File: config.mk
export PLATFORM = sky130hd
export DESIGN_NAME = accel_hold_init
export DESIGN_NICKNAME = d
export VERILOG_FILES = /design/src/hw/accel_hold_pkg.sv /design/src/hw/accel_hold_init.sv
export SDC_FILE = /design/constraint.sdc
export NUM_CORES = 1
export LEC_CHECK = 0
export BUFFER_PORTS_ARGS = -buffer_cell sky130_fd_sc_hd__buf_2
export CAP_MARGIN = 40
export CORE_MARGIN = 2
export CORE_UTILIZATION = 49
export DETAILED_ROUTE_END_ITERATION = 12
export GPL_ROUTABILITY_DRIVEN = 0
export GPL_TIMING_DRIVEN = 0
export HOLD_SLACK_MARGIN = 0.03
export PLACE_DENSITY_LB_ADDON = 0.3
export SYNTH_ARGS = -nofsm -noshare
export SYNTH_HDL_FRONTEND = slang
export SYNTH_SLANG_ARGS = --single-unit
File: constraint.sdc
create_clock -name pclk -period 2 [get_ports pclk]
set_clock_uncertainty 0.2 [all_clocks]
set_input_delay 0 -clock pclk [delete_from_list [all_inputs] [get_ports pclk]]
set_output_delay 0 -clock pclk [all_outputs]
set_load 0.01 [all_outputs]
File: src/hw/accel_hold_pkg.sv
// Constants for the acceleration output hold and init block.
// Assumes pclk at 250 MHz and an APB master on the register side.
// Behaviour
// - Positive signal past full scale but computable reports over-range code.
// - Filter output at or above filter limit clips and reports overflow code.
// - Negative side mirrors: under-range code and underflow code.
// - After overflow, normal output resumes within a few samples.
// - While capture_hold_input is high, output buffers are not updated.
// - Processing keeps sampling whatever capture_hold_input level.
// - Reads during hold return results latest when hold went high.
// - Reset held until supply and both rail monitors are good.
// - Every reset runs a two-phase initialization.
// - Phase one copies fuses to mirrors, then powers fuses off; the code XORs all 16 fuse bytes into the one trim_mirror.
// - Serial accesses are ignored with no response in phase one.
// - Phase two: registers work, acceleration reads get non-data answer.
// - With highpass_select_bit set, phase two also initializes highpass.
// - Phase one lasts about 800 us.
// - Phase two lasts 3.0 ms, or 200 ms with highpass selected.
// - init_in_progress_bit set by reset until phase two ends.
// - Writing one to clear-exception after phase two ends drops reset_occurred_bit.
// - After clearing, registers and acceleration reads work in any order.
// - Filter saturates before datapath width, so datapath never wraps.
// - Hold or self-test is behavioural exception; both gives combined one.
// - signed_data_bit selects signed or unsigned acceleration words.
package accel_hold_pkg;
   localparam int          CLK_MHZ         = 250;
   localparam int          PH1_US          = 800;
   localparam int          PH2_US          = 3000;
   localparam int          PH2_HPF_US      = 200000;
   localparam int          PH1_CYC         = PH1_US * CLK_MHZ;
   localparam int          PH2_CYC         = PH2_US * CLK_MHZ;
   localparam int          PH2_HPF_CYC     = PH2_HPF_US * CLK_MHZ;
   localparam logic [10:0] CODE_CRIT       = 11'h7ff;
   localparam logic [10:0] CODE_AXIS       = 11'h7fe;
   localparam logic [10:0] CODE_OVFL       = 11'h7fd;
   localparam logic [10:0] CODE_OVRNG      = 11'h7fc;
   localparam logic [10:0] CODE_MAX        = 11'h7fb;
   localparam logic [10:0] CODE_ZERO       = 11'h400;
   localparam logic [10:0] CODE_MIN        = 11'h005;
   localparam logic [10:0] CODE_UNRNG      = 11'h004;
   localparam logic [10:0] CODE_UNFL       = 11'h003;
   localparam logic [10:0] CODE_SCLK_FAULT = 11'h002;
   localparam logic [10:0] CODE_PAR_FAULT  = 11'h001;
   localparam logic [10:0] CODE_RSVD       = 11'h000;
   // Signed filter output span; beyond FILT_LIM the filter saturates
   localparam int          FILT_W          = 16;
   localparam logic [15:0] FILT_LIM        = 16'h2000;
   localparam logic [15:0] FULL_SCALE      = 16'h0400;
   localparam logic [11:0] OFF_CONFIG      = 12'h000;
   localparam logic [11:0] OFF_STATUS      = 12'h004;
   localparam logic [11:0] OFF_CONTROL     = 12'h008;
   localparam logic [11:0] OFF_DATA_X      = 12'h00c;
   localparam logic [11:0] OFF_DATA_Y      = 12'h010;
   localparam logic [11:0] OFF_EXC         = 12'h014;
   localparam int          CFG_HPF_BIT     = 0;
   localparam int          CFG_SD_BIT      = 1;
   localparam int          ST_INIT_BIT     = 0;
   localparam int          ST_RES_BIT      = 1;
   localparam int          ST_PH1_BIT      = 2;
   localparam int          ST_FUSEPWR_BIT  = 3;
   localparam int          ST_HPFI_BIT     = 4;
   localparam int          CTL_CE_BIT      = 0;
   localparam int          CTL_ST_BIT      = 1;
   localparam logic [1:0]  EXC_NONE        = 2'h0;
   localparam logic [1:0]  EXC_BEHAV       = 2'h1;
   localparam logic [1:0]  EXC_CRIT        = 2'h2;
   localparam logic [1:0]  EXC_TRANS       = 2'h3;
   localparam logic [7:0]  CFG_RST         = 8'h00;
   typedef enum logic [1:0] {PH_ONE, PH_TWO, PH_DONE} init_t;
endpackage

File: src/hw/accel_hold_init.sv
// Output coding, capture/hold and init sequencing for a two-axis sensor.
// Assumes samples arrive on pclk with a one-cycle strobe, pins are async.
//
// The APB interface to the registers and the register addresses are this design's own decisions.
`timescale 1ns/1ps
module accel_hold_init
   import accel_hold_pkg::*;
#(
   parameter int PH1_CYCLES     = PH1_CYC,
   parameter int PH2_CYCLES     = PH2_CYC,
   parameter int PH2_HPF_CYCLES = PH2_HPF_CYC
) (
   input  wire logic                pclk,
   input  wire logic                presetn,
   input  wire logic                supply_ok,
   input  wire logic                rail_a_ok,
   input  wire logic                rail_b_ok,
   input  wire logic                capture_hold_input,
   input  wire logic                sample_stb,
   input  wire logic [FILT_W-1:0]   filt_x,
   input  wire logic [FILT_W-1:0]   filt_y,
   input  wire logic [7:0]          fuse_rdata,
   output      logic [3:0]          fuse_addr,
   output      logic                fuse_power,
   output      logic [7:0]          trim_mirror,
   output      logic                serial_enable,
   output      logic                hpf_init,
   output      logic                selftest_active,
   output      logic                hold_sync,
   input  wire logic                psel,
   input  wire logic                penable,
   input  wire logic                pwrite,
   input  wire logic [11:0]         paddr,
   input  wire logic [31:0]         pwdata,
   output      logic [31:0]         prdata,
   output      logic                pready,
   output      logic                pslverr
);
   logic [2:0]  mon_s1_ff, mon_s2_ff;
   logic        hold_s1_ff, hold_s2_ff;
   logic        rst_int_n;
   init_t       phase_ff, nxt_phase;
   logic [27:0] cnt_ff;
   logic [4:0]  fuse_idx_ff;
   logic [7:0]  cfg_ff;
   logic        res_ff, st_ff;
   logic [10:0] proc_x_ff, proc_y_ff, buf_x_ff, buf_y_ff;
   logic [10:0] code_x, code_y;
   logic        ph1, ph2, done, wr_acc, rd_acc, ce_wr;
   logic [27:0] ph2_len;

   // Rail monitors cross domains; two flops before anyone looks
   always_ff @(posedge pclk or negedge presetn) begin
      if (!presetn) begin
         mon_s1_ff  <= 3'h0;
         mon_s2_ff  <= 3'h0;
         hold_s1_ff <= 1'b0;
         hold_s2_ff <= 1'b0;
      end else begin
         mon_s1_ff  <= {supply_ok, rail_a_ok, rail_b_ok};
         mon_s2_ff  <= mon_s1_ff;
         hold_s1_ff <= capture_hold_input;
         hold_s2_ff <= hold_s1_ff;
      end
   end
   assign rst_int_n = &mon_s2_ff;
   assign hold_sync = hold_s2_ff;

   assign ph1     = (phase_ff == PH_ONE);
   assign ph2     = (phase_ff == PH_TWO);
   assign done    = (phase_ff == PH_DONE);
   assign ph2_len = cfg_ff[CFG_HPF_BIT] ? 28'(PH2_HPF_CYCLES - 1)
                                        : 28'(PH2_CYCLES - 1);

   always_comb begin
      nxt_phase = phase_ff;
      case (phase_ff)
         PH_ONE:  if (cnt_ff == 28'(PH1_CYCLES - 1)) nxt_phase = PH_TWO;
         PH_TWO:  if (cnt_ff == ph2_len) nxt_phase = PH_DONE;
         PH_DONE: nxt_phase = PH_DONE;
         default: nxt_phase = PH_ONE;
      endcase
   end

   always_ff @(posedge pclk or negedge presetn) begin
      if (!presetn) begin
         phase_ff <= PH_ONE;
         cnt_ff   <= 28'h000_0000;
      end else if (!rst_int_n) begin
         phase_ff <= PH_ONE;
         cnt_ff   <= 28'h000_0000;
      end else begin
         phase_ff <= nxt_phase;
         cnt_ff   <= (nxt_phase != phase_ff) ? 28'h000_0000 : cnt_ff + 28'h1;
      end
   end

   always_ff @(posedge pclk or negedge presetn) begin
      if (!presetn) begin
         fuse_idx_ff <= 5'h00;
         trim_mirror <= 8'h00;
      end else if (!rst_int_n) begin
         fuse_idx_ff <= 5'h00;
         trim_mirror <= 8'h00;
      end else if (ph1 && !fuse_idx_ff[4]) begin
         fuse_idx_ff <= fuse_idx_ff + 5'h01;
         trim_mirror <= trim_mirror ^ fuse_rdata;
      end
   end
   assign fuse_addr  = fuse_idx_ff[3:0];
   assign fuse_power = ph1 && !fuse_idx_ff[4];
   assign hpf_init   = ph2 && cfg_ff[CFG_HPF_BIT];

   function automatic logic [10:0] encode(input logic [FILT_W-1:0] v);
      logic signed [FILT_W-1:0] s;
      logic [FILT_W-1:0]        biased;
      s      = signed'(v);
      biased = v + 16'(CODE_ZERO);
      if (s >= signed'(FILT_LIM))          encode = CODE_OVFL;
      else if (s <= -signed'(FILT_LIM))    encode = CODE_UNFL;
      else if (s >= signed'(FULL_SCALE))   encode = CODE_OVRNG;
      else if (s <= -signed'(FULL_SCALE))  encode = CODE_UNRNG;
      else if (biased[10:0] > CODE_MAX)    encode = CODE_MAX;
      else if (biased[10:0] < CODE_MIN)    encode = CODE_MIN;
      else                                 encode = biased[10:0];
   endfunction
   assign code_x = encode(filt_x);
   assign code_y = encode(filt_y);

   always_ff @(posedge pclk or negedge presetn) begin
      if (!presetn) begin
         proc_x_ff <= CODE_ZERO;
         proc_y_ff <= CODE_ZERO;
      end else if (sample_stb) begin
         proc_x_ff <= code_x;
         proc_y_ff <= code_y;
      end
   end
   always_ff @(posedge pclk or negedge presetn) begin
      if (!presetn) begin
         buf_x_ff <= CODE_ZERO;
         buf_y_ff <= CODE_ZERO;
      end else if (!hold_s2_ff) begin
         buf_x_ff <= proc_x_ff;
         buf_y_ff <= proc_y_ff;
      end
   end

   assign pready  = !ph1;
   assign pslverr = 1'b0;
   assign serial_enable = !ph1;
   assign wr_acc  = psel && penable && pready && pwrite;
   assign rd_acc  = psel && penable && pready && !pwrite;
   assign ce_wr   = wr_acc && (paddr == OFF_CONTROL) && pwdata[CTL_CE_BIT];

   always_ff @(posedge pclk or negedge presetn) begin
      if (!presetn) begin
         cfg_ff <= CFG_RST;
         st_ff  <= 1'b0;
         res_ff <= 1'b1;
      end else if (!rst_int_n) begin
         cfg_ff <= CFG_RST;
         st_ff  <= 1'b0;
         res_ff <= 1'b1;
      end else begin
         if (wr_acc && paddr == OFF_CONFIG) cfg_ff <= pwdata[7:0];
         if (wr_acc && paddr == OFF_CONTROL) st_ff <= pwdata[CTL_ST_BIT];
         if (ce_wr && done) res_ff <= 1'b0;
      end
   end
   assign selftest_active = st_ff;

   logic [1:0]  exc_class;
   logic        behav;
   assign behav = hold_s2_ff || st_ff;
   assign exc_class = (res_ff || !done) ? EXC_CRIT :
                      (hold_s2_ff && st_ff) ? EXC_TRANS :
                      behav ? EXC_BEHAV : EXC_NONE;

   // signed word option
   // Mode bit is an argument so the assigns follow a config write
   function automatic logic [10:0] shape(input logic        sd,
                                         input logic [10:0] c);
      shape = sd ? (c ^ 11'h400) : c;
   endfunction
   logic        sd_bit;
   logic [10:0] dx, dy;
   assign sd_bit = cfg_ff[CFG_SD_BIT];
   assign dx = (!done || res_ff) ? CODE_CRIT : shape(sd_bit, buf_x_ff);
   assign dy = (!done || res_ff) ? CODE_CRIT : shape(sd_bit, buf_y_ff);
   logic [31:0] status_w, rd_mux;
   assign status_w = {27'h000_0000, hpf_init, fuse_power, ph1, res_ff,
                      !done};
   assign rd_mux = (paddr == OFF_CONFIG)  ? {24'h00_0000, cfg_ff} :
                   (paddr == OFF_STATUS)  ? status_w :
                   (paddr == OFF_CONTROL) ? {30'h0000_0000, st_ff, 1'b0} :
                   (paddr == OFF_DATA_X)  ? {21'h00_0000, dx} :
                   (paddr == OFF_DATA_Y)  ? {21'h00_0000, dy} :
                   (paddr == OFF_EXC)     ? {30'h0000_0000, exc_class} :
                   32'h0000_0000;
   always_ff @(posedge pclk or negedge presetn) begin
      if (!presetn) prdata <= 32'h0000_0000;
      else if (psel && !penable && !pwrite) prdata <= rd_mux;
   end

   property p_init_bit;
      @(posedge pclk) disable iff (!presetn)
         !rst_int_n |=> ph1 && status_w[ST_INIT_BIT] && res_ff;
   endproperty
   a_init_bit: assert property (p_init_bit) else $error("init bit low");

   property p_ph1_silent;
      @(posedge pclk) disable iff (!presetn) ph1 |-> !pready;
   endproperty
   a_ph1_silent: assert property (p_ph1_silent) else $error("ph1 ready");

   property p_hold_freeze;
      @(posedge pclk) disable iff (!presetn)
         hold_s2_ff && $past(hold_s2_ff) |=> $stable(buf_x_ff);
   endproperty
   a_hold_freeze: assert property (p_hold_freeze) else $error("buf moved");

   property p_proc_runs;
      @(posedge pclk) disable iff (!presetn)
         sample_stb |=> proc_x_ff == $past(code_x);
   endproperty
   a_proc_runs: assert property (p_proc_runs) else $error("proc stalled");

   property p_ovfl;
      @(posedge pclk) disable iff (!presetn)
         signed'(filt_x) >= signed'(FILT_LIM) |-> code_x == CODE_OVFL;
   endproperty
   a_ovfl: assert property (p_ovfl) else $error("no overflow code");

   property p_unfl;
      @(posedge pclk) disable iff (!presetn)
         signed'(filt_x) <= -signed'(FILT_LIM) |-> code_x == CODE_UNFL;
   endproperty
   a_unfl: assert property (p_unfl) else $error("no underflow code");

   property p_ovrng;
      @(posedge pclk) disable iff (!presetn)
         signed'(filt_x) >= signed'(FULL_SCALE) &&
         signed'(filt_x) < signed'(FILT_LIM) |-> code_x == CODE_OVRNG;
   endproperty
   a_ovrng: assert property (p_ovrng) else $error("no overrange code");

   property p_ce_clear;
      @(posedge pclk) disable iff (!presetn)
         ce_wr && done && rst_int_n |=> !res_ff;
   endproperty
   a_ce_clear: assert property (p_ce_clear) else $error("res not cleared");

   property p_fuse_off;
      @(posedge pclk) disable iff (!presetn) !ph1 |-> !fuse_power;
   endproperty
   a_fuse_off: assert property (p_fuse_off) else $error("fuse powered");

   property p_res_held;
      @(posedge pclk) disable iff (!presetn)
         !done |=> res_ff;
   endproperty
   a_res_held: assert property (p_res_held) else $error("res dropped");

   // reset code on data before init ends
   property p_data_gate;
      @(posedge pclk) disable iff (!presetn)
         rd_acc && paddr == OFF_DATA_X && $past(!done)
         |-> prdata[10:0] == CODE_CRIT;
   endproperty
   a_data_gate: assert property (p_data_gate) else $error("data early");

   // signed mode flips only the top bit
   property p_signed;
      @(posedge pclk) disable iff (!presetn)
         done && !res_ff && sd_bit
         |-> dx[10] != buf_x_ff[10] && dx[9:0] == buf_x_ff[9:0];
   endproperty
   a_signed: assert property (p_signed) else $error("signed word");

   // after clearing, reads show the buffer
   property p_data_live;
      @(posedge pclk) disable iff (!presetn)
         done && !res_ff && !sd_bit |-> dx == buf_x_ff;
   endproperty
   a_data_live: assert property (p_data_live) else $error("data stuck");

   property p_no_rsvd;
      @(posedge pclk) disable iff (!presetn)
         sample_stb |-> code_x != CODE_CRIT && code_x != CODE_AXIS &&
                        code_x > CODE_SCLK_FAULT;
   endproperty
   a_no_rsvd: assert property (p_no_rsvd) else $error("reserved code");

   // code side follows input sign, no wrap
   property p_no_wrap;
      @(posedge pclk) disable iff (!presetn)
         sample_stb |-> (filt_x[FILT_W-1] ? code_x < CODE_ZERO
                                          : code_x >= CODE_ZERO);
   endproperty
   a_no_wrap: assert property (p_no_wrap) else $error("code wrapped");

   property p_unrng;
      @(posedge pclk) disable iff (!presetn)
         signed'(filt_x) <= -signed'(FULL_SCALE) &&
         signed'(filt_x) > -signed'(FILT_LIM) |-> code_x == CODE_UNRNG;
   endproperty
   a_unrng: assert property (p_unrng) else $error("no underrange");

   // zero input gives zero code next
   property p_recover;
      @(posedge pclk) disable iff (!presetn)
         sample_stb && filt_x == 16'h0000 |=> proc_x_ff == CODE_ZERO;
   endproperty
   a_recover: assert property (p_recover) else $error("no recovery");

   // hold keeps result latest at its edge
   property p_hold_last;
      @(posedge pclk) disable iff (!presetn)
         $rose(hold_s2_ff) |-> buf_x_ff == $past(proc_x_ff);
   endproperty
   a_hold_last: assert property (p_hold_last) else $error("hold stale");

   property p_proc_y;
      @(posedge pclk) disable iff (!presetn)
         sample_stb |=> proc_y_ff == $past(code_y);
   endproperty
   a_proc_y: assert property (p_proc_y) else $error("proc y stalled");

   property p_mon_rst;
      @(posedge pclk) disable iff (!presetn)
         !rst_int_n |=> ph1 && cnt_ff == 28'h000_0000 && fuse_idx_ff == 5'h00;
   endproperty
   a_mon_rst: assert property (p_mon_rst) else $error("init ran");

   // power drops only after full copy
   property p_fuse_done;
      @(posedge pclk) disable iff (!presetn)
         $fell(fuse_power) |-> fuse_idx_ff[4];
   endproperty
   a_fuse_done: assert property (p_fuse_done) else $error("copy cut");

   property p_exc_both;
      @(posedge pclk) disable iff (!presetn)
         done && !res_ff && hold_s2_ff && st_ff |-> exc_class == EXC_TRANS;
   endproperty
   a_exc_both: assert property (p_exc_both) else $error("exc both");

   property p_exc_one;
      @(posedge pclk) disable iff (!presetn)
         done && !res_ff && (hold_s2_ff != st_ff)
         |-> exc_class == EXC_BEHAV;
   endproperty
   a_exc_one: assert property (p_exc_one) else $error("exc one");

   // Main scenarios
   c_done:  cover property (@(posedge pclk) disable iff (!presetn) $rose(done));
   c_hold:  cover property (@(posedge pclk) disable iff (!presetn) $rose(hold_s2_ff));
   c_clear: cover property (@(posedge pclk) disable iff (!presetn) $fell(res_ff));
   c_ovfl:  cover property (@(posedge pclk) disable iff (!presetn)
                            sample_stb && code_x == CODE_OVFL);
   c_both:  cover property (@(posedge pclk) disable iff (!presetn)
                            exc_class == EXC_TRANS);
endmodule

* After elaboration in Yosys (flattened, before gate mapping)
Cells that the tools add are included.
Storage, ports and cells: flip-flop bits (word level) 137, input port bits 94, output and inout bits 51, logic and storage cells 113
Cells by class: add/subtract/negate cells 4, $lt $le $gt $ge 12, eq/ne operators 14, mux-type cells 42, bitwise operators 3, reduce and logical (&&, ||, !) cells 22
Operator list (number):
- two-way mux 11 bit | 21
- two-way mux 28 bit | 2
- greater-or-equal comparator 16 x 12 -> 1 bit (second input constant) | 2
- greater-or-equal comparator 16 x 15 -> 1 bit (second input constant) | 2
- <= comparator 16 x 11 -> 1 bit (second input constant) | 2
- <= comparator 16 x 14 -> 1 bit (second input constant) | 2
- two-way mux 8 bit | 4
- adder 28 x 1 -> 28 bit (second input constant) | 1
- == test 28 x 18 -> 1 bit (second input constant) | 1
- == test 28 x 26 -> 1 bit | 1
- two-way mux 26 bit | 1
- == test 12 x 4 -> 1 bit (second input constant) | 2
- == test 12 x 5 -> 1 bit (second input constant) | 2
- adder 11 bit (second input constant) | 2
- greater-than comparator 11 bit (second input constant) | 2
- less-than comparator 11 x 3 -> 1 bit (second input constant) | 2
- == test 12 x 3 -> 1 bit (second input constant) | 1
- logical AND 1 bit | 12
- logical NOT 12 bit | 1
- two-way mux 2 bit | 6
- two-way mux 5 bit | 2
- bitwise XOR 8 bit | 1
- != test 2 x 1 -> 1 bit (second input constant) | 3
- one-hot mux 2 bit (3 select lines) | 1
- 11 further kinds | 21

* Depth between registers and ports, before layout
Gate-level depths: netlist of the first run.
depth in word-level cells 10, gate-level depth with buffers 8, depth with buffers taken out 6

* Least setup slack after synthesis of the first run
Ideal clock, no wire load.
path kind register to register, start point register cnt_ff[24], end point register cnt_ff[8], library setup time 0.133 ns, arrival time 1.820 ns, required time 1.667 ns, slack -0.153 ns, cell stages (with the launch flop) 8, path buffers 2, clock period less this slack 2.153 ns, cell sequence dfrtp_1 -> or4b_1 -> nor4_4 -> o2111a_1 -> and3_1 -> buf_6 -> buf_6 -> nor3_1
On the way: cells in the longest elaborated chain, start to end 6, elaborated cells on any way between the ends 8, those cells by class 3 x eq/ne; 5 x mux
RTL lines:
- start: declaration | line accel_hold_init.sv:43 | logic [27:0] cnt_ff;
- start signal: assignment | line accel_hold_init.sv:94 | cnt_ff <= (nxt_phase != phase_ff) ? 28'h000_0000 : cnt_ff + 28'h1;
- == test 28 x 26 -> 1 bit / == test 28 x 18 -> 1 bit (equally long branches) | line accel_hold_init.sv:79, accel_hold_init.sv:78
- two-way mux 2 bit, on equally long branches | line accel_hold_init.sv:79, accel_hold_init.sv:78
- one-hot mux 2 bit (3 select lines) (*) | line accel_hold_init.sv:77 | case (phase_ff)
- != test 2 bit (*) | line accel_hold_init.sv:94
- two-way mux 28 bit (*) | line accel_hold_init.sv:94
- two-way mux 28 bit (*) | line accel_hold_init.sv:89 | end else if (!rst_int_n) begin
Every way passes the cells marked *; elsewhere a longest branch is shown, timed or not. A chain may end at the register's enable or synchronous reset.

* Final worst setup path of the first run
start point register cnt_ff[24], end point register cnt_ff[15]
Same word-level chain as after synthesis.

==> flow_summary.ini, run 1 <==
[finish]
final_common_cell = dfrtp_1
fill_cells = 838
insertedDiodeCount = 0
layout-drive-gt1-share_pct = 32.3
layout_common_cells = 109 x dfrtp_1, 98 x buf_2, 76 x dlygate4sd3_1
syn_to_final_growth_pct = 44.5
layout.cells.non_filler = 1004
fin_nets = 940
post-route-util_pct = 72.4

[place]
dp_cells = 875
hpwl_um = 10500
port-buffer-count = 97

[timing]
fin_crit_sh_pct = 117
period_needed_ns = 2.35
tightestPinTransition_ns = 0.626
max_freq_mhz = 426
relSlewSlack_pct = 58.2
rsz0062_at_grt = yes
finalSetupViolations = 30
hold_viol = 1
setup_ws_ns = -0.347
hold-worst-slack_ns = -0.0354
finalMaxSlewViolations = 0
finalSetupTns_ns = -9.48

[detailed_routing]
route.antenna.remaining_nets = 0
first_iter_violations = 417
wl_per_cell_um = 17.0
firstDrtPassIters = 8
drc = 0
routed_via_density = 5.68
num_vias = 5707
drt-total-wl_um = 17100

[die]
dieHeight_um = 115
ios = 145
num_rows = 40
fp.coreArea_sq_mm = 0.0120
start_util_pct = 50.1
die_area_sq_mm = 0.0132
fp.dieW_um = 115

[pwr]
power_frac_comb_pct = 10.2
clockPowerShare_pct = 50.8
vdd_drop_max_mv = 0.555
switching_share_pct = 22.1
p_total_mw = 6.58
p_sw_mw = 1.46
p_int_mw = 5.12
p_leak_nw = 3.91
seqPwrFrac_pct = 39.0
p_per_area_mw_per_mm2 = 757

[clock_tree]
cts-root-buf = clkbuf_16
cts_tree = yes
clockBufferDepth = 2
clk_latency_ns = 0.42
path_clk_slew_ns = 0.05
cts_sinks = 116
cts_buffers = 17
h-tree-depth = 4

[global_route]
antenna_found_initial = 1
overflow = 0
grtUsageTotal_pct = 25.7
grt_pass1_wl_um = 26600
grt_max_degree = 71
grt_pass1_vias = 5595

[synthesis]
async_flop_share_pct = 100
synthFlopType = dfrtp_1
syn_inst = 609
synth-seq-cells = 116
yosysSeqAreaShare_pct = 48.4
synth.area.top_cells = dfrtp_1 46%, mux2_2 4.3%, nor2_1 3.8%
ys_warn_count = 0
synth_area_sq_mm = 0.00602
synth.avg_cell_area_sq_um = 9.88
synth_edf_count = 0
synth_top_area_cell = dfrtp_1
synth.distinct_cells = 66
synth.top_cell.area_share_pct = 46.2

[worst_setup_path]
cpMaxStageDelayCell = or4b_4
crit_path_end_kind = flop
cp.arrival_ns = 2.44
max_stage_delay_ns = 0.55
critPathBufInv = 1
timing.setup.critical_path_class = reg -> reg
critPathMaxFanout = 10
r2r_setup_slack_ns = -0.35
cp.required_ns = 2.10
cp_cell_sequence = or4b_4 -> nor4_4 -> o2111a_1 -> and3_4 -> buf_8 -> nor3_1
start_kind = flop
cp_top_family = simple AND/OR/NAND/NOR gates

[run_status]
status = finished with violations
violations = negative hold slack, negative setup slack

[job]
maxCapViolCount = 0

[worst_hold_path]
holdCritPathClass = in -> reg
final timing paths:
kind                                   start            to  cells after the start
worst max-delay path              cnt_ff[24]    cnt_ff[15]                      6
worst min-delay path               paddr[11]     prdata[0]                      5
worst max register to register    cnt_ff[24]    cnt_ff[15]                      6
worst min register to register  mon_s1_ff[1]  mon_s2_ff[1]                      0
max in group asynchronous            presetn  buf_x_ff[10]                      4
min in group asynchronous            presetn    cnt_ff[19]                      3
cell usage after synthesis, types with 3 or more instances:
| library cell | instances |
|---|---|
| or3b_2 | 3 |
| dfrtp_1 | 111 |
| nand2b_1 | 6 |
| mux2_2 | 23 |
| a21oi_1 | 22 |
| nand4_1 | 14 |
| a22o_1 | 8 |
| nor4b_1 | 7 |
| a31oi_1 | 12 |
| nor2_1 | 61 |
| buf_1 | 3 |
| nor4_1 | 12 |
| dfstp_2 | 5 |
| buf_2 | 3 |
| nand3_1 | 16 |
| o21ai_0 | 20 |
| a21o_1 | 4 |
| nor3_1 | 45 |
| xnor2_1 | 23 |
| a211o_1 | 3 |
| inv_1 | 11 |
| buf_4 | 28 |
| and3_1 | 8 |
| mux2i_1 | 5 |
| nand2_1 | 60 |
| and4_1 | 3 |
| clkbuf_1 | 16 |
| nor3b_1 | 5 |
| a221o_1 | 7 |
| buf_6 | 6 |
| xor2_1 | 14 |
through the flow:
step | area (sq um) | worst slack [ns]
2_1_floorplan | 6130 | -0.133
4_1_cts | 8340 | -0.250
3_5_place_dp | 6830 | -0.390
5_1_grt | 8690 | -0.402
3_3_place_gp | 6800 | -0.578
6_report | 8690 | -0.347
state kept, by name, summed over array words and instances (netlist names):
| register | cells |
|---|---|
| mon_s2_ff | 3 |
| mon_s1_ff | 3 |
| trim_mirror | 8 |
| cnt_ff | 28 |
| proc_x_ff | 11 |
| buf_y_ff | 11 |
| hold_s1_ff | 1 |
| prdata | 11 |
| fuse_idx_ff | 5 |
| proc_y_ff | 11 |
| cfg_ff | 8 |
| selftest_active | 1 |
| hold_sync | 1 |
| res_ff | 1 |
| phase_ff | 2 |
| buf_x_ff | 11 |
worst register-to-register path, stage by stage (launching register included):
cell and delay [ns]:
dfrtp_1 0.38, or4b_4 0.55, nor4_4 0.31, o2111a_1 0.29, and3_4 0.29, buf_8 0.15
nor3_1 0.06
final cells by class:
class	instances	area (sq um)	area share, %
clock buffer	22	474	5.46
multi-input combinational	447	3030	34.8
clock inverter	10	178	2.04
buffer	53	380	4.38
timing repair buffer	197	1490	17.2
tap	147	184	2.12
sequential	116	2910	33.5
inverter	12	45.0	0.518
power by group through the flow:
stage / sequential [mW] / combinational, mW / clock [mW]
global placement: 2.60 / 0.475 / 0
global route: 2.58 / 0.735 / 3.48
CTS: 2.56 / 0.620 / 3.38
finish: 2.57 / 0.669 / 3.34
floorplan: 2.58 / 0.284 / 0
detailed placement: 2.60 / 0.499 / 0
logic make-up (layout without fill, tap and decap cells):
kind of cell    count (synthesis)  after routing  share of synthesized area (%)
simple gates                  257            258                           22.3
flops                         116            116                           48.4
compound gates                100            100                           11.5
buf+inv                        68            294                           6.80
xor+xnor                       37             37                           5.39
mux                            28             28                           5.14
fa+ha+maj                       2              2                          0.416
other cells                     1             22                         0.0623
layer usage:
metal | vias to the layer above | share of wire (%) | GRT usage [%] | wire, um
met5 | - | 0.076 | 0 | 13
li1 | 2621 | - | - | -
met3 | 40 | 6.2 | 5.96 | 1060
met2 | 254 | 51 | 44.4 | 8710
met1 | 2790 | 41 | 31.2 | 6920
met4 | 2 | 2.2 | 10.4 | 367
repair_timing:
item	in CTS	in global routing
resized for setup	12	53
setup endpoints to repair	51	71
gates cloned	0	3
pin swaps	3	14
endpoints found under the hold margin	163	8
hold buffers	75	3
setup buffers	11	11
No activity file was read; power rests on OpenSTA's default activity.
==> run 2: changes to the inputs <==
--- a/config.mk
+++ b/config.mk
@@ -8,7 +8,7 @@
 export BUFFER_PORTS_ARGS = -buffer_cell sky130_fd_sc_hd__buf_2
 export CAP_MARGIN = 40
 export CORE_MARGIN = 2
-export CORE_UTILIZATION = 49
+export CORE_UTILIZATION = 54
 export DETAILED_ROUTE_END_ITERATION = 12
 export GPL_ROUTABILITY_DRIVEN = 0
 export GPL_TIMING_DRIVEN = 0
==> constraint.sdc (replaced) <==
create_clock -name pclk -period 2.6 [get_ports pclk]
set_clock_uncertainty 0.2 [all_clocks]
set_input_delay 0 -clock pclk [delete_from_list [all_inputs] [get_ports pclk]]
set_output_delay 0 -clock pclk [all_outputs]
set_load 0.01 [all_outputs]
==> flow_summary.ini, run 2 (synthesized netlist as in run 1, its figures left out) <==
[finish]
insertedDiodeCount = 0
layout-drive-gt1-share_pct = 24.7
post-route-util_pct = 79.9
top_register = cnt_ff
syn_to_final_growth_pct = 43.9
stdcell_area_sq_mm = 0.00866
layout_common_cells = 120 x dlygate4sd3_1, 111 x dfrtp_1, 99 x buf_2
largest_register_ffs = 28
fin_nets = 964
final_common_cell = dlygate4sd3_1

[worst_setup_path]
startpoint = filt_x[3]
critPathMaxFanout = 10
rr_startpoint = cnt_ff[25]
cp.required_ns = 2.80
start_kind = input port
cp.arrival_ns = 2.84
timing.setup.critical_path_class = in -> reg
crit_path_end_kind = flop

[clock_tree]
cts-root-buf = clkbuf_8
cts_buffers = 17
clockBufferDepth = 2
cts_sinks = 116
cts_tree = yes
clk_latency_ns = 0.53
h-tree-depth = 4
path_clk_slew_ns = 0.05

[worst_hold_path]
holdCritPathClass = in -> reg
worstHoldStart = paddr[5]

[detailed_routing]
route.antenna.remaining_nets = 0
drc = 0
firstDrtPassIters = 6
num_vias = 6017
first_iter_violations = 514
drt-total-wl_um = 18200
routed_via_density = 5.90
wl_per_cell_um = 17.9

[pwr]
p_total_mw = 4.74
vdd_drop_max_mv = 0.396
p_per_area_mw_per_mm2 = 547
p_leak_nw = 3.90

[job]
maxCapViolCount = 0

[die]
num_rows = 38
dieHeight_um = 110
start_util_pct = 55.5
fp.coreArea_sq_mm = 0.0108
fp.dieW_um = 110
ios = 145
die_area_sq_mm = 0.0120

[timing]
hold_viol = 0
period_needed_ns = 2.65
finalMaxSlewViolations = 0
fin_crit_sh_pct = 102
finalSetupTns_ns = -0.0461
tightestPinTransition_ns = 0.636
relSlewSlack_pct = 57.5
setup_ws_ns = -0.0461
max_freq_mhz = 378
finalSetupViolations = 1

[global_route]
grt_pass1_wl_um = 28700
grtUsageTotal_pct = 31.3
grt_max_degree = 67
overflow = 0
antenna_found_initial = 0
grt_pass1_vias = 6076

[place]
place_area_sq_mm = 0.00679
hpwl_um = 10500
port-buffer-count = 97

[run_status]
status = finished with violations
violations = negative setup slack
==> run 2: final timing paths <==
kind / slack, ns / to / cells after the start
worst max-delay path: -0.05 / proc_x_ff[8] / 9
worst min-delay path: 0.09 / prdata[8] / 6
worst max register to register: 0.16 / cnt_ff[22] / 7
worst min register to register: 0.15 / mon_s2_ff[1] / 0
max in group asynchronous: 1.43 / buf_y_ff[10] / 4
min in group asynchronous: 0.38 / res_ff / 3
==> run 2: worst max-delay path: stages <==
cell and delay (ns):
dlygate4sd3_1 0.53, buf_2 0.15, nor3_1 0.39, and3_2 0.31, nor2_4 0.07, o21ai_0 0.08, dlygate4sd3_1 0.60, a21oi_1 0.09
dlygate4sd3_1 0.62
==> run 2: area by class of cell <==
class	instances	area [sq um]
inverters	12	45.0
fillers	644	2180
clock buffers	25	474
clock inverters	5	75.1
flip-flops and latches	116	2910
well taps	140	175
plain buffers	54	358
multi-input cells	446	2860
repair buffers	221	1760
==> run 2: metrics by stage <==
| stage | instances | setup slack, ns | hold slack, ns |
|---|---|---|---|
| after floorplan | 630 | 0.447 | -0.496 |
| after global placement | 867 | 0.0164 | -0.0888 |
| after detailed placement | 868 | 0.188 | -0.118 |
| after CTS | 1019 | 0.0135 | 0.0367 |
| after global routing | 1019 | -0.0412 | 0.0888 |
| final | 1019 | -0.0461 | 0.0899 |
==> run 2: power breakdown <==
part           internal, mW  leakage, nW  switching [mW]
logic                 0.295         2.18           0.277
registers              1.91         1.45          0.0666
clock network          1.42        0.272           0.763
==> run 2: timing repair <==
action,CTS,global route
endpoints found under the hold margin,165,0
setup endpoints to repair,1,18
gates resized for setup,1,16
hold buffers,121,0
setup buffers,0,2
pin swaps,0,3
==> run 2: per-layer routing <==
metal  wire (um)  up-vias  GRT usage [%]
met5           0        -              0
met4         686        0           15.1
met3        1410       77           8.12
met2        9350      371           54.4
met1        6790     2893           35.8
li1            -     2676              -
==> run 3: changes to the inputs <==
--- a/config.mk
+++ b/config.mk
@@ -7,8 +7,9 @@
 export LEC_CHECK = 0
 export BUFFER_PORTS_ARGS = -buffer_cell sky130_fd_sc_hd__buf_2
 export CAP_MARGIN = 40
+export CORE_ASPECT_RATIO = 0.8
 export CORE_MARGIN = 2
-export CORE_UTILIZATION = 54
+export CORE_UTILIZATION = 58
 export DETAILED_ROUTE_END_ITERATION = 12
 export GPL_ROUTABILITY_DRIVEN = 0
 export GPL_TIMING_DRIVEN = 0
==> constraint.sdc (replaced) <==
create_clock -name pclk -period 3.31 [get_ports pclk]
set_clock_uncertainty 0.2 [all_clocks]
set_input_delay 0 -clock pclk [delete_from_list [all_inputs] [get_ports pclk]]
set_output_delay 0 -clock pclk [all_outputs]
set_load 0.01 [all_outputs]
==> flow_summary.ini, run 3 (synthesized netlist as in run 1, its figures left out) <==
[global_route]
antenna_found_initial = 0
grt_max_degree = 69
grtUsageTotal_pct = 37.6
grt_pass1_vias = 6142
grt_pass1_wl_um = 32200
overflow = 0

[finish]
largest_register_ffs = 28
insertedDiodeCount = 0
final_common_cell = dlygate4sd3_1
layout.cells.non_filler = 1014
syn_to_final_growth_pct = 42.3
post-route-util_pct = 84.3
layout-drive-gt1-share_pct = 24.0
top_register = cnt_ff
layout_common_cells = 113 x dlygate4sd3_1, 111 x dfrtp_1, 99 x buf_2
fin_nets = 957
fill_cells = 510

[detailed_routing]
drc = 0
route.top_layer_used = met4
dr_wl_met2_um = 9990
route.antenna.remaining_nets = 0
routed_via_density = 6.15
wl_per_cell_um = 20.2
drt-total-wl_um = 20500
num_vias = 6235
m1WireLength_um = 7780
wl_met3_um = 1920
firstDrtPassIters = 5
first_iter_violations = 708

[timing]
period_needed_ns = 3.21
setup_ws_ns = 0.102
finalSetupTns_ns = 0
tightestPinTransition_ns = 0.879
relSlewSlack_pct = 40.9
hold_viol = 0
finalSetupViolations = 0
finalMaxSlewViolations = 0
rsz0062_at_grt = no
max_freq_mhz = 312
fin_crit_sh_pct = 96.9

[worst_hold_path]
holdCritPathClass = reg -> reg
worstHoldStart = hold_s1_ff

[job]
maxCapViolCount = 0

[worst_setup_path]
critPathMaxFanout = 10
cp_cell_sequence = clkbuf_1 -> o2111ai_1 -> nor4b_1 -> dlygate4sd3_1 -> nand2_1 -> dlygate4sd3_1 -> mux2i_1 -> nor2_1
cp_top_family = buffers and inverters
start_kind = flop
cp.arrival_ns = 3.29
timing.setup.critical_path_class = reg -> reg
cp.required_ns = 3.39
critPathBufInv = 3
cpMaxStageDelayCell = dlygate4sd3_1
r2r_setup_slack_ns = 0.10
crit_path_end_kind = flop
max_stage_delay_ns = 0.62
rr_startpoint = phase_ff[1]
startpoint = phase_ff[1]
crit_top_cell = dlygate4sd3_1

[clock_tree]
cts_tree = yes
h-tree-depth = 4
cts_sinks = 116
clk_latency_ns = 0.42
cts-root-buf = clkbuf_16
clockBufferDepth = 2
path_clk_slew_ns = 0.05
cts_setup_buffers = 0
cts_buffers = 17

[place]
pre_cts_slack_ns = 0.911
hpwl_um = 10500
port-buffer-count = 97
dp_cells = 868

[run_status]
status = finished, final reports clean

[die]
ios = 145
fp.dieW_um = 118
fp.coreArea_sq_mm = 0.0102
start_util_pct = 59.2
dieHeight_um = 95.1
die_area_sq_mm = 0.0112
num_rows = 33

[pwr]
p_total_mw = 3.90
p_per_area_mw_per_mm2 = 455
p_leak_nw = 3.82
vdd_drop_max_mv = 0.421
-- run 3: per-stage QoR --
stage / instance area [sq um] / hold slack (ns)
finish: 8560 / 0.150
global route: 8560 / 0.166
CTS: 8560 / 0.114
detailed placement: 6790 / -0.145
global placement: 6760 / -0.0887
floorplan: 6090 / -0.496
-- run 3: report_power, final --
| part | internal (mW) | switching [mW] | leakage (nW) |
|---|---|---|---|
| clock network | 1.19 | 0.682 | 0.281 |
| registers | 1.50 | 0.0616 | 1.45 |
| logic | 0.237 | 0.225 | 2.09 |
-- run 3: worst paths after layout --
check,end,depth (start not counted)
max reg2reg,selftest_active,8
max,selftest_active,8
min,hold_sync,0
max in group asynchronous,buf_x_ff[10],4
min reg2reg,hold_sync,0
min in group asynchronous,proc_y_ff[10],3
-- run 3: layout make-up --
| cell class | count | area, sq um | area share, % |
|---|---|---|---|
| Buffer | 56 | 364 | 4.25 |
| Clock buffer | 22 | 484 | 5.65 |
| Clock inverter | 10 | 124 | 1.45 |
| Inverter | 12 | 45.0 | 0.526 |
| Multi-Input combinational cell | 446 | 2790 | 32.6 |
| Sequential cell | 116 | 2910 | 34.0 |
| Tap cell | 140 | 175 | 2.05 |
| Timing Repair Buffer | 212 | 1670 | 19.6 |
-- run 3: timing repair --
| action | CTS | global route |
|---|---|---|
| hold endpoints to repair | 164 | 0 |
| resized for setup | 0 | 2 |
| hold buffers | 115 | 0 |
| setup endpoints to repair | 0 | 9 |
-- run 3: layer usage --
layer / track usage, % / vias up
li1: - / 2662
met4: 16.5 / 0
met5: 0 / -
met2: 64.1 / 476
met1: 45.0 / 3004
met3: 11.1 / 93
